## src/bitbang_params.svh

```systemverilog
// Timing and reset constants for the bit-bang parallel port.
// Assumes inclusion by bare name from the package and the design file.
`ifndef BITBANG_PARAMS_SVH
`define BITBANG_PARAMS_SVH
`define BB_DATA_W 8
`define BB_FIFO_DEPTH 8
`define BB_DIR_RESET 8'h00
`define BB_OUT_RESET 8'h00
`define BB_CLK_MHZ 40
`define BB_ASYNC_PERIOD_NS 1000
`define BB_ASYNC_DIV ((`BB_ASYNC_PERIOD_NS * `BB_CLK_MHZ) / 1000)
`define BB_MODE_ASYNC 1'b0
`define BB_MODE_SYNC 1'b1
`endif

```

## src/bitbang_pkg.sv

```systemverilog
// Types shared by the bit-bang parallel port.
// Assumes bitbang_params.svh is on the include path.
`include "bitbang_params.svh"
package bitbang_pkg;
  // One host byte with its per-line direction mask
  typedef struct packed {
    logic [7:0] dir;
    logic [7:0] data;
  } host_word_t;

  // Port configuration
  typedef struct packed {
    logic enable;
    logic sync_mode;
    logic wake_enable;
  } port_cfg_t;

  typedef enum logic [1:0] {
    ST_IDLE = 2'b00,
    ST_DRIVE = 2'b01,
    ST_SAMPLE = 2'b10
  } bb_state_t;
endpackage

```

## src/bitbang_fifo.sv

```systemverilog
// Small flip-flop FIFO with valid/ready on both sides.
// Assumes a single clock and synchronous active-low reset.
`timescale 1ns/1ps
module bitbang_fifo #(
  parameter int WIDTH = 16,
  parameter int DEPTH = 8
) (
  input wire logic clk_in, // Clock
  input wire logic rst_n_in, // Sync reset, low
  input wire logic [WIDTH-1:0] wr_data_in, // Fill data
  input wire logic wr_valid_in, // Fill valid
  output logic wr_ready_out, // Not full
  output logic [WIDTH-1:0] rd_data_out, // Head word
  output logic rd_valid_out, // Not empty
  input wire logic rd_ready_in // Drain
);
  localparam int AW = $clog2(DEPTH);
  logic [WIDTH-1:0] mem_ff [DEPTH];
  logic [AW-1:0] wptr_ff, rptr_ff;
  logic [AW:0] count_ff;
  logic do_wr, do_rd;

  // Handshakes
  assign wr_ready_out = (count_ff != (AW+1)'(DEPTH));
  assign rd_valid_out = (count_ff != '0);
  assign do_wr = wr_valid_in & wr_ready_out;
  assign do_rd = rd_ready_in & rd_valid_out;
  assign rd_data_out = mem_ff[rptr_ff];

  // Storage
  always_ff @(posedge clk_in) begin
    if (do_wr) begin
      mem_ff[wptr_ff] <= wr_data_in;
    end
  end

  // Pointers and fill count
  always_ff @(posedge clk_in) begin
    if (!rst_n_in) begin
      wptr_ff <= '0;
      rptr_ff <= '0;
      count_ff <= '0;
    end else begin
      if (do_wr) wptr_ff <= (wptr_ff == AW'(DEPTH-1)) ? '0 : wptr_ff + 1'b1;
      if (do_rd) rptr_ff <= (rptr_ff == AW'(DEPTH-1)) ? '0 : rptr_ff + 1'b1;
      count_ff <= count_ff + (AW+1)'(do_wr) - (AW+1)'(do_rd);
    end
  end
endmodule // bitbang_fifo

```

## src/bitbang_port.sv

```systemverilog
// Bit-bang parallel port of one channel: host bytes go out on the
// eight lines, line samples return to the host.
// Assumes the USB core supplies bytes, takes samples and handles resume.
//
// Behaviour
// - Bit-bang enable turns the eight lines into one bidirectional byte bus.
// - Synchronous and asynchronous variants, chosen by configuration, same pins.
// - Low write strobe marks new host data placed on the lines.
// - Rising edge of read strobe marks lines sampled and sent to host.
// - Suspended with wake enabled, low flush/wake input requests resume.
// - Not suspended, low flush/wake input flushes transmit data on next IN.
`timescale 1ns/1ps
`include "bitbang_params.svh"
module bitbang_port
  import bitbang_pkg::*;
(
  input wire logic clk_in, // 40 MHz core clock
  input wire logic rst_n_in, // Sync reset, low
  input wire port_cfg_t cfg_in, // Mode configuration
  input wire host_word_t host_word_in, // Byte from host
  input wire logic host_valid_in, // Host byte valid
  output logic host_ready_out, // FIFO can take byte
  output logic [7:0] sample_data_out, // Byte to host
  output logic sample_valid_out, // Sample pulse
  input wire logic sample_ready_in, // Host side can take sample
  input wire logic [7:0] io_lines_in, // Pin levels
  output logic [7:0] io_lines_out, // Pin drive values
  output logic [7:0] io_lines_oe_out, // Pin drive enables
  output logic write_update_strobe_n_out, // New data on lines, low
  output logic sample_taken_strobe_n_out, // Rising edge: sample sent
  input wire logic flush_wake_request_n_in, // Flush or wake strobe, low
  input wire logic usb_configured_power_n_in, // 1 while suspended
  output logic resume_request_out, // Resume request pulse
  output logic flush_request_out // Send-immediate pulse
);
  // ****************************************
  // Data path
  // ****************************************
  host_word_t head;
  logic head_valid, head_take;
  logic [7:0] out_ff, dir_ff, sample_ff;
  logic wstb_n_ff, rstb_n_ff, svalid_ff, tick_ff, fw_prev_ff;
  logic resume_ff, flush_ff;
  logic [15:0] div_ff;
  bb_state_t state_ff;

  bitbang_fifo #(.WIDTH(16), .DEPTH(`BB_FIFO_DEPTH)) bitbang_fifo_i (
    .clk_in(clk_in),
    .rst_n_in(rst_n_in),
    .wr_data_in(host_word_in),
    .wr_valid_in(host_valid_in),
    .wr_ready_out(host_ready_out),
    .rd_data_out(head),
    .rd_valid_out(head_valid),
    .rd_ready_in(head_take)
  );

  // Async variant paces itself by a divider enable
  always_ff @(posedge clk_in) begin
    if (!rst_n_in || !cfg_in.enable) begin
      div_ff <= 16'h0000;
      tick_ff <= 1'b0;
    end else if (div_ff == 16'(`BB_ASYNC_DIV - 1)) begin
      div_ff <= 16'h0000;
      tick_ff <= 1'b1;
    end else begin
      div_ff <= div_ff + 16'h0001;
      tick_ff <= 1'b0;
    end
  end

  // Sync variant samples only when a host byte is driven; async free-runs
  assign head_take = cfg_in.enable && (state_ff == ST_IDLE) && head_valid
                     && sample_ready_in;

  // ****************************************
  // Transfer sequencer
  // ****************************************
  // Sync: idle -> sample lines; async: idle -> drive byte -> idle, or idle -> sample lines on tick
  always_ff @(posedge clk_in) begin
    if (!rst_n_in) begin
      state_ff <= ST_IDLE;
      out_ff <= `BB_OUT_RESET;
      dir_ff <= `BB_DIR_RESET;
      sample_ff <= 8'h00;
      wstb_n_ff <= 1'b1;
      rstb_n_ff <= 1'b1;
      svalid_ff <= 1'b0;
    end else begin
      wstb_n_ff <= 1'b1;
      rstb_n_ff <= 1'b1;
      svalid_ff <= 1'b0;
      case (state_ff)
        ST_IDLE: begin
          if (!cfg_in.enable) begin
            dir_ff <= `BB_DIR_RESET;
          end else if (head_take) begin
            out_ff <= head.data;
            dir_ff <= head.dir;
            wstb_n_ff <= 1'b0;
            state_ff <= (cfg_in.sync_mode == `BB_MODE_SYNC) ? ST_SAMPLE : ST_DRIVE;
          end else if (cfg_in.sync_mode == `BB_MODE_ASYNC && tick_ff && sample_ready_in) begin
            state_ff <= ST_SAMPLE;
          end
        end
        ST_DRIVE: begin
          state_ff <= ST_IDLE;
        end
        ST_SAMPLE: begin
          sample_ff <= io_lines_in;
          svalid_ff <= 1'b1;
          rstb_n_ff <= 1'b0;
          state_ff <= ST_IDLE;
        end
        default: begin
          state_ff <= ST_IDLE;
        end
      endcase
    end
  end

  assign io_lines_out = out_ff;
  assign io_lines_oe_out = cfg_in.enable ? dir_ff : 8'h00;
  assign write_update_strobe_n_out = wstb_n_ff;
  assign sample_taken_strobe_n_out = rstb_n_ff;
  assign sample_data_out = sample_ff;
  assign sample_valid_out = svalid_ff;

  // ****************************************
  // Flush / wake input
  // ****************************************
  // Falling edge of the input; idle high when unused
  always_ff @(posedge clk_in) begin
    if (!rst_n_in) begin
      fw_prev_ff <= 1'b1;
      resume_ff <= 1'b0;
      flush_ff <= 1'b0;
    end else begin
      fw_prev_ff <= flush_wake_request_n_in;
      resume_ff <= fw_prev_ff && !flush_wake_request_n_in
                   && usb_configured_power_n_in && cfg_in.wake_enable;
      flush_ff <= fw_prev_ff && !flush_wake_request_n_in
                  && !usb_configured_power_n_in;
    end
  end

  assign resume_request_out = resume_ff;
  assign flush_request_out = flush_ff;
endmodule // bitbang_port

```

## config.mk

```make
export PLATFORM = sky130hd
export DESIGN_NAME = bitbang_port
export DESIGN_NICKNAME = d
export VERILOG_FILES = /design/src/bitbang_pkg.sv /design/src/bitbang_fifo.sv /design/src/bitbang_port.sv
export VERILOG_INCLUDE_DIRS = /design/src
export SDC_FILE = /design/constraint.sdc
export NUM_CORES = 1
export LEC_CHECK = 0
export CAP_MARGIN = 10
export CORE_MARGIN = 8
export CORE_UTILIZATION = 67
export CTS_CLUSTER_SIZE = 12
export DETAILED_ROUTE_END_ITERATION = 10
export DONT_BUFFER_PORTS = 1
export PLACE_DENSITY = 0.86
export SYNTH_ARGS = -nofsm -noshare
export SYNTH_HDL_FRONTEND = slang
export SYNTH_SLANG_ARGS = --single-unit
```

## constraint.sdc

```tcl
create_clock -name clk_in -period 5.8 [get_ports clk_in]
set_clock_uncertainty 0.15 [all_clocks]
set_input_delay 0 -clock clk_in [delete_from_list [all_inputs] [get_ports clk_in]]
set_output_delay 0 -clock clk_in [all_outputs]
set_load 0.01 [all_outputs]
```

After elaboration in Yosys (flattened, before gate mapping)
Memories as Yosys holds them, arrays and structs flattened. A register that Yosys moved wholly into a read port is not among the register bits.
Index checks and enable logic that the tools add are counted.
Word-level totals
  register bits: 59
  RAM bits: 128
  bits of input ports: 33
  output and inout port bits: 30
  logic and storage cells: 69
  memories: 1
Cells by class
  add/sub/neg operators: 5
  equality and inequality tests: 6
  multiplexer cells: 16
  bitwise operators: 3
  reductions and logical operators: 23
Memory list
  bitbang_fifo_i.mem_ff: words 8, bits a word 16, rd ports 1, clocked after Yosys merged registers in 1, wr ports 1, RTL line bitbang_fifo.sv:18  | logic [WIDTH-1:0] mem_ff [DEPTH];
Operators by type and width (number)
  8-bit 2-to-1 mux: 3
  16-bit by 1-bit adder with 16-bit output, second input constant: 1
  16-bit by 6-bit == test with 1-bit output, second input constant: 1
  3-bit 2-to-1 mux: 4
  1-bit logical AND: 9
  3-bit by 1-bit adder with 3-bit output, second input constant: 2
  3-bit == test, second input constant: 2
  1-bit 2-to-1 mux: 6
  2-bit 2-to-1 mux: 3
  2-bit AND reduction: 3
  3-bit AND reduction: 2
  4-bit by 1-bit adder with 4-bit output: 1
  1-bit logical NOT: 4
  4-bit inequality test, second input constant: 1
  4-bit nonzero test: 1
  4-bit by 1-bit subtractor with 4-bit output: 1
  1-bit AND: 2
  2-bit == test, second input constant: 1
  2-bit logical NOT: 1
  2-bit by 1-bit inequality test with 1-bit output, second input constant: 1
  2-bit nonzero test: 1
  2-bit OR reduction: 1
  1-bit logical OR: 1
  1-bit inverter: 1

Depth between registers and ports, before layout
Gate-level depths: netlist of the first run.
  word-level depth: 7
  mapped depth: 12
  depth with buffers taken out: 11

By module
From an unflattened synthesis of the first run, not the netlist that was laid out.
Unflattened totals
  cells, all modules: 472
  area total of the unflattened synthesis: 7508.5 µm²
Modules (own cells, without submodules)
  bitbang_fifo: instances 1, cells an instance 262, area each 5612.9 µm²
  bitbang_port: instances 1, cells an instance 210, area each 1895.6 µm²

Worst setup path before layout of the first run
OpenSTA, ideal clock, no wires.
  path type: register -> register
  from: register bitbang_fifo_i.count_ff[2]
  to: memory bitbang_fifo_i.mem_ff[0][0], enable pin
  setup time: 0.430 ns
  arrival: 2.488 ns
  data required time: 5.220 ns
  path slack: 2.731 ns
  stages on the path, launching flop included: 6
  buffers on the path: 0
  period minus slack after synthesis: 3.069 ns
  cells stage by stage: dfxtp_1 inv_1 ha_1 or3b_2 nand2_1 nor4_1
Between the ends
  word-level cells in the longest chain between the ends: 4
RTL lines
  from (decl): RTL line bitbang_fifo.sv:20  | logic [AW:0] count_ff;
  from (signal assigned): RTL line bitbang_fifo.sv:46  | count_ff <= count_ff + (AW+1)'(do_wr) - (AW+1)'(do_rd);
  4-bit inequality test: RTL line bitbang_fifo.sv:24  | assign wr_ready_out = (count_ff != (AW+1)'(DEPTH));
  named net host_ready_out: RTL line bitbang_port.sv:22  | output logic host_ready_out,
  1-bit AND: RTL line bitbang_fifo.sv:26  | assign do_wr = wr_valid_in & wr_ready_out;
  1-bit 2-to-1 mux: RTL line bitbang_fifo.sv:32  | if (do_wr) begin
  1-bit 2-to-1 mux (not written as such): RTL line bitbang_fifo.sv:33  | mem_ff[wptr_ff] <= wr_data_in;
  to (decl): RTL line bitbang_fifo.sv:18
The timed path passes the listed nets, and every way through them passes these cells.

Worst setup path after layout of the first run
  from: register state_ff[0]
  to: register bitbang_fifo_i.count_ff[2]
Between the ends
  word-level cells in the longest chain between the ends: 6
RTL lines
  from (decl): RTL line bitbang_port.sv:45  | bb_state_t state_ff;
  from (signal assigned): RTL line bitbang_port.sv:101  | state_ff <= (cfg_in.sync_mode == `BB_MODE_SYNC) ? ST_SAMPLE : ST_DRIVE;
  2-bit logical NOT: RTL line bitbang_port.sv:73  | assign head_take = cfg_in.enable && (state_ff == ST_IDLE) && head_valid
  1-bit logical AND (2 in series): RTL line bitbang_port.sv:73
  1-bit logical AND: RTL line bitbang_port.sv:74  | && sample_ready_in;
  1-bit AND: RTL line bitbang_fifo.sv:27  | assign do_rd = rd_ready_in & rd_valid_out;
  4-bit by 1-bit subtractor with 4-bit output: RTL line bitbang_fifo.sv:46
No other way between the ends.
A chain may end at the register's enable or synchronous reset.

==> impl_results.md, run 1 <==
* Status: finished clean
* Met3 GRT Util at 6.47%
* Post-layout util at 78.3%
* Cells after Synth at 459
* Post-synth EDFFs at 128
* Largest family of logic cells by synthesized area: multiplexers
* Top FF cell, synth: edfxtp_1
* Std-Cell Rows at 38
* Root Buffer: clkbuf_8
* ANT cells at 0
* Setup Buffers After CTS at 0
* Async S/R FF share, synth at 0%
* Slew Viols, Final at 0
* Hold Path Cell Cnt at 1
* CTS sink cnt at 190
* Syn_area_per_cell at 16.1 sq um
* Router iterations before antenna repair at 4
* Maxcap violations at 0
* Starting Density at 68.6%
* RR Startpoint: state_ff[0]
* CP cell instances: nand4bb_1 -> dlygate4sd3_1 -> nor2_1 -> buf_4 -> ha_1 -> inv_1 -> ha_1 -> inv_1 -> fa_1 -> xnor2_1 -> and2_1
* Mux cell area share after synthesis at 13.3%
* HPWL Detailed at 8580 microns
* Synth Area in Compound Gates at 3.75%
* Worst path required time at 6.07 ns
* Worst-Margin Slew at 1.01 ns
* Worst Hold End: io_lines_oe_out[1]
* Initial antenna violation count at 0
* Port bufs at 0
* Crit path launch: state_ff[0]
* Grt ovf at 0
* Fillers at 590
* # hold bufs at CTS at 37
* Number of CTS-inserted buffers at 17
* Synth top area share at 51.9%
* Tot Pwr at 3.00 mW
* Post-Syn Area at 7400 sq um
* Final #Nets at 550
* Hold crit path type: in -> out
* RSZ-0062 raised after global routing: false
* I/O pin count at 63
* Final Hold Viols at 0
* Synth top cells by count: edfxtp_1, dfxtp_1, nand2_1
* Largest net degree at the start of global routing at 33
* Resize count post-CTS at 0
* Clock Tree Buf Depth at 2
* Worst-path clk slew at 0.07 ns
* Startpoint types: flip-flop
* Count of state elements after synthesis at 190
* Setup WS pre-CTS at 3.09 ns
* Core box area at 10800 sq um
* Post-Route WL at 14200 microns
* Leading area contributor after synthesis: edfxtp_1
* LEAKAGE at 2.82 nW
* M2 GR Usage at 34.1%
* Global Route Usage Sum at 20.3%
* RR Endpoint: bitbang_fifo_i.count_ff[2]
* FF-to-FF path depth at 11
* Max-slew headroom at 32.7%
* P&R area growth vs syn at 14.2%
* Antenna-violating nets left at 0
* Crit end category: flip-flop
* # DRC at 0
* Slowest-stage cell, CP: dlygate4sd3_1
* Setup ws final at 2.82 ns
* Setup TNS at 0 ns
* Largest cells by area after synthesis: edfxtp_1, dfxtp_1, mux4_1
* Skew-Pair Late Insertion Delay at 0.54 ns
* Synth cell types at 40
* H-Tree Depth at 4
* Share of layout cells above drive strength 1 at 12.7%
* Die height at 121 microns
* Hold WS at 0.00743 ns
* Drt initial violations at 337
* Die width at 121 microns
* Crit Path Class: reg -> reg
* Crit path arrival time at 3.25 ns
* Syn. warnings at 0
* Crit-path max FO at 20
* Seq/Total Area, Yosys at 68.7%
* Min Tclk post-route at 2.98 ns
* DR vias at 3981
* GPL Wtd Cong at 0.856
* Mapped Nets at 504
* Hold_sp: cfg_in[2]
* Most Crowded Layer GR: met2
* Drt wl/cell at 21.5 microns
* Post-synthesis xor/xnor area fraction at 1.78%
* Reg2Reg Setup Slack at 2.82 ns
* CTS tree: done
* Pwr per Cell Area at 355 nW/um^2
* Tcrit/Tclk final at 51.4%
* Met1 Usage GRT at 24.2%
* Post-synthesis adder-cell area fraction at 2.13%
* Final setup vio count at 0
* F_max at 336 MHz
* Vias per inst at 6.05
* First-pass GRT wire length at 22300 microns
* Die ar. at 14700 sq um
* Vias in the first global route at 4067
* Post-Synth Simple-Gate Area at 8.10%
* Max incr delay on CP at 0.60 ns
* Count leader, synth: edfxtp_1
* VDD IR max at 0.000463 V
[cells by family (layout without fill, tap and decap cells)]
kind of cell               after synthesis  in the layout
DFF                                    190            190
and+or+nand+nor                        117            117
muxes                                   51             51
AOI/OAI and AO/OA                       42             42
buffers and inverters                   32             91
xor gates and xnor gates                15             15
adders and majority gates               12             12
[worst max-delay path by stage]
| stage | to | slack [ns] | cells after the start |
|---|---|---|---|
| after floorplan | bitbang_fifo_i.mem_ff[0][0] | 2.73 | 5 |
| after detailed placement | bitbang_fifo_i.mem_ff[1][8] | 3.09 | 7 |
| final | bitbang_fifo_i.count_ff[2] | 2.82 | 11 |
| after global routing | bitbang_fifo_i.count_ff[2] | 2.71 | 11 |
| after global placement | bitbang_fifo_i.mem_ff[1][8] | 3.17 | 7 |
| after CTS | bitbang_fifo_i.count_ff[2] | 2.84 | 11 |
[power by group]
part           switching [mW]  total, mW  leakage, nW  internal (mW)
Clock                   0.489       1.02        0.249          0.527
Combinational           0.208      0.393        0.908          0.185
Sequential             0.0551       1.59         1.66           1.54
[placed cells by master, fill, tap and decap left out, types with 2 or more instances in the layout]
master,netlist,layout
edfxtp_1,128,128
dfxtp_1,62,62
dlygate4sd3_1,0,37
nand2_1,29,29
nor2_1,25,25
mux4_1,17,17
clkbuf_16,0,16
mux4_2,15,15
inv_1,12,12
and2_1,12,12
a21boi_0,12,12
mux2i_1,11,11
ha_1,11,11
o21ai_0,10,10
a21oi_1,10,10
buf_4,0,10
mux2_2,8,8
a22o_1,8,8
nand3_1,8,8
xor2_1,8,8
xnor2_1,7,7
nand4_1,6,6
nor3_1,9,5
nand2b_1,4,4
nor4_1,5,4
nor2b_1,4,4
clkinv_4,0,4
nand3b_1,3,3
and3_1,3,3
clkinv_1,0,3
inv_6,0,3
nor3_4,0,2
nor3_2,0,2
or3_1,2,2
clkinv_2,0,2
clkbuf_1,11,2
[registers in the layout (all words and copies together), names as in the netlist, 2 cells and up, named ones only]
register,cells
bitbang_fifo_i.wptr_ff,3
bitbang_fifo_i.count_ff,4
sample_data_out,8
dir_ff,8
div_ff,16
state_ff,2
io_lines_out,8
bitbang_fifo_i.mem_ff,128
bitbang_fifo_i.rptr_ff,3
[area by class of cell]
cell class / instances / area (sq um) / share of cell area (%)
flip-flops and latches: 190 / 5080 / 60.2
well taps: 140 / 175 / 2.07
repair buffers: 47 / 445 / 5.27
clock inverters: 13 / 90.1 / 1.07
inverters: 12 / 45.0 / 0.533
multi-input cells: 237 / 2190 / 25.9
clock buffers: 19 / 422 / 4.99
[worst max-delay path, delay by kind of cell (launching register included)]
kind / cells / cell delay [ns]
buf+inv: 4 / 0.97
fa+ha+maj: 3 / 0.80
simple gates: 3 / 0.45
flops: 1 / 0.36
xor+xnor: 1 / 0.13
[stage by stage]
stage | area, sq um | std cells
finish | 8450 | 658
global route | 8450 | 658
CTS | 8450 | 658
detailed placement | 7570 | 589
global placement | 7570 | 589
floorplan | 7400 | 459
[routing by layer]
| metal | routed length (microns) | vias up | part of all wire, % |
|---|---|---|---|
| met5 | 0 | - | 0 |
| met4 | 190 | 0 | 1.3 |
| met3 | 933 | 15 | 6.6 |
| met2 | 7270 | 134 | 51 |
| met1 | 5770 | 1985 | 41 |
| li1 | - | 1847 | - |
No activity file was read; power rests on OpenSTA's default activity.
==> run 2: changes to the inputs <==
--- a/config.mk
+++ b/config.mk
@@ -8,11 +8,11 @@
 export LEC_CHECK = 0
 export CAP_MARGIN = 10
 export CORE_MARGIN = 8
-export CORE_UTILIZATION = 67
+export CORE_UTILIZATION = 63
 export CTS_CLUSTER_SIZE = 12
 export DETAILED_ROUTE_END_ITERATION = 10
 export DONT_BUFFER_PORTS = 1
-export PLACE_DENSITY = 0.86
+export PLACE_DENSITY = 0.82
 export SYNTH_ARGS = -nofsm -noshare
 export SYNTH_HDL_FRONTEND = slang
 export SYNTH_SLANG_ARGS = --single-unit
==> constraint.sdc (replaced) <==
create_clock -name clk_in -period 2.9 [get_ports clk_in]
set_clock_uncertainty 0.15 [all_clocks]
set_input_delay 0 -clock clk_in [delete_from_list [all_inputs] [get_ports clk_in]]
set_output_delay 0 -clock clk_in [all_outputs]
set_load 0.01 [all_outputs]
==> impl_results.md, run 2 (synthesis results as in run 1) <==
* Dpl cells at 598 (+1.5%)
* First-pass GRT wire length at 22300 microns (about the same)
* CP cell instances: nand4bb_1 -> dlygate4sd3_1 -> nor2_2 -> ha_1 -> inv_1 -> ha_1 -> and2_1 -> dlygate4sd3_1
* Largest net degree at the start of global routing at 33 (unchanged)
* Initial antenna violation count at 0 (unchanged)
* Final #Nets at 555 (+0.91%)
* RSZ-0062 raised after global routing: false
* Setup TNS at 0 ns (unchanged)
* Crit Path Class: reg -> reg
* Crit path arrival time at 2.92 ns (-0.33 ns)
* Largest regs: bitbang_fifo_i.mem_ff x128, div_ff x16
* Router iterations before antenna repair at 4 (unchanged)
* Maxcap violations at 0 (unchanged)
* Grt ovf at 0 (unchanged)
* Crit-path max FO at 6 (-70%)
* Slew Viols, Final at 0 (unchanged)
* Clock Tree Buf Depth at 2 (unchanged)
* Worst-Margin Slew at 0.983 ns (-0.0230 ns)
* Most flops, register: bitbang_fifo_i.mem_ff
* Final Hold Viols at 0 (unchanged)
* Commonest non-fill, non-tap cells in the layout: edfxtp_1, dfxtp_1, dlygate4sd3_1, nand2_1, nor2_1
* Port bufs at 0 (unchanged)
* VDD IR max at 0.000676 V (+46%)
* DR vias at 3944 (-0.93%)
* Worst-path clk slew at 0.07 ns (about the same)
* Die width at 124 microns (+2.7%)
* Max incr delay on CP at 0.59 ns (about the same)
* Skew-Pair Late Insertion Delay at 0.43 ns (-0.11 ns)
* Starting Density at 64.5% (-4.0 points)
* Vias per inst at 5.92 (-2.1%)
* Min Tclk post-route at 2.76 ns (-0.217 ns)
* GPL Wtd Cong at 0.783 (-8.5%)
* Number of CTS-inserted buffers at 17 (unchanged)
* Worst path required time at 3.06 ns (-3.01 ns)
* Drt wl/cell at 20.8 microns (-3.5%)
* Largest register FFs at 128 (unchanged)
* Setup Buffers After CTS at 0 (unchanged)
* Status: finished clean
* CTS tree: done
* Most common cell after layout, fill and taps aside: edfxtp_1
* Std-Cell Rows at 39 (+2.6%)
* Post-Route WL at 13800 microns (-2.3%)
* Antenna-violating nets left at 0 (unchanged)
* Fillers at 645 (+9.3%)
* LEAKAGE at 2.90 nW (+2.6%)
* Hold Path Cell Cnt at 1 (unchanged)
* Global Route Usage Sum at 18.5% (-1.9 points)
* Slowest-stage cell, CP: dlygate4sd3_1
* Die height at 124 microns (+2.7%)
* Final setup vio count at 0 (unchanged)
* Die ar. at 15500 sq um (+5.5%)
* Hold crit path type: in -> out
* Max-slew headroom at 34.3% (+1.5 points)
* Tcrit/Tclk final at 95.2% (+44 points)
* F_max at 362 MHz (+7.8%)
* Crit end category: flip-flop
* P&R area growth vs syn at 15.7%
* Pwr per Cell Area at 728 nW/um^2 (+110%)
* Startpoint types: flip-flop
* HPWL Detailed at 8430 microns (-1.8%)
* H-Tree Depth at 4 (unchanged)
* Share of layout cells above drive strength 1 at 14.9% (+2.2 points)
* Root Buffer: clkbuf_16
* Vias in the first global route at 4132 (+1.6%)
* Core box area at 11500 sq um (+6.2%)
* Non-filler instance count after layout at 666 (+1.2%)
* FF-to-FF path depth at 8 (-3)
* ANT cells at 0 (unchanged)
* Drt initial violations at 327 (-3.0%)
* I/O pin count at 63 (unchanged)
* # DRC at 0 (unchanged)
* CTS sink cnt at 190 (unchanged)
==> run 2: final timing paths <==
kind	to	startpoint	slack, ns
worst max-delay path	bitbang_fifo_i.count_ff[0]	state_ff[0]	0.14
worst min-delay path	io_lines_oe_out[4]	cfg_in[2]	0.008
worst max register to register	bitbang_fifo_i.count_ff[0]	state_ff[0]	0.14
worst min register to register	dir_ff[7]	dir_ff[7]	0.33
==> run 2: per-stage QoR <==
step / instance area [sq um] / util (%) / hold slack [ns] / setup WS (ns) / total power [mW]
6_report: 8560 / 74.6 / 0.00826 / 0.138 / 6.23
3_3_place_gp: 7620 / 66.5 / -0.0687 / 0.555 / 3.92
5_1_grt: 8560 / 74.6 / 0.0131 / 0.0331 / 6.48
4_1_cts: 8560 / 74.6 / 0.0127 / 0.144 / 6.28
3_5_place_dp: 7620 / 66.5 / -0.0676 / 0.411 / 3.98
2_1_floorplan: 7410 / - / -0.0715 / 0.0564 / 3.77
==> run 2: area by class of cell <==
cell class              count  area (sq um)  share of cell area [%]
flip-flops and latches    190          5080                    59.4
multi-input cells         237          2190                    25.6
repair buffers             52           480                    5.61
clock buffers              17           425                    4.97
well taps                 143           179                    2.09
clock inverters            15           150                    1.75
inverters                  12          45.0                   0.526
==> run 2: power breakdown <==
group | switching (mW) | internal [mW]
sequential | 0.119 | 3.07
combinational | 0.413 | 0.393
clock | 1.02 | 1.21
==> run 2: timing repair <==
| item | CTS | global route |
|---|---|---|
| resized for setup | 0 | 1 |
| endpoints found under the setup margin | 0 | 2 |
| hold buffers | 36 | 0 |
| endpoints found under the hold margin | 190 | 0 |
==> run 2: metal layers <==
layer | up-vias | track usage (%) | routed length [microns]
met5 | - | 0 | 0
met4 | 0 | 7.02 | 187
met3 | 16 | 6.13 | 878
met2 | 118 | 30.5 | 7200
met1 | 1953 | 22.0 | 5560
li1 | 1857 | - | -
==> run 2: worst max-delay path, delay by kind of cell, from the launching register on <==
family                   cells  cell delay (ns)
adder cells (fa/ha/maj)      2             0.54
AND/OR/NAND/NOR              3             0.36
buffers and inverters        3             1.18
flip-flops                   1             0.41
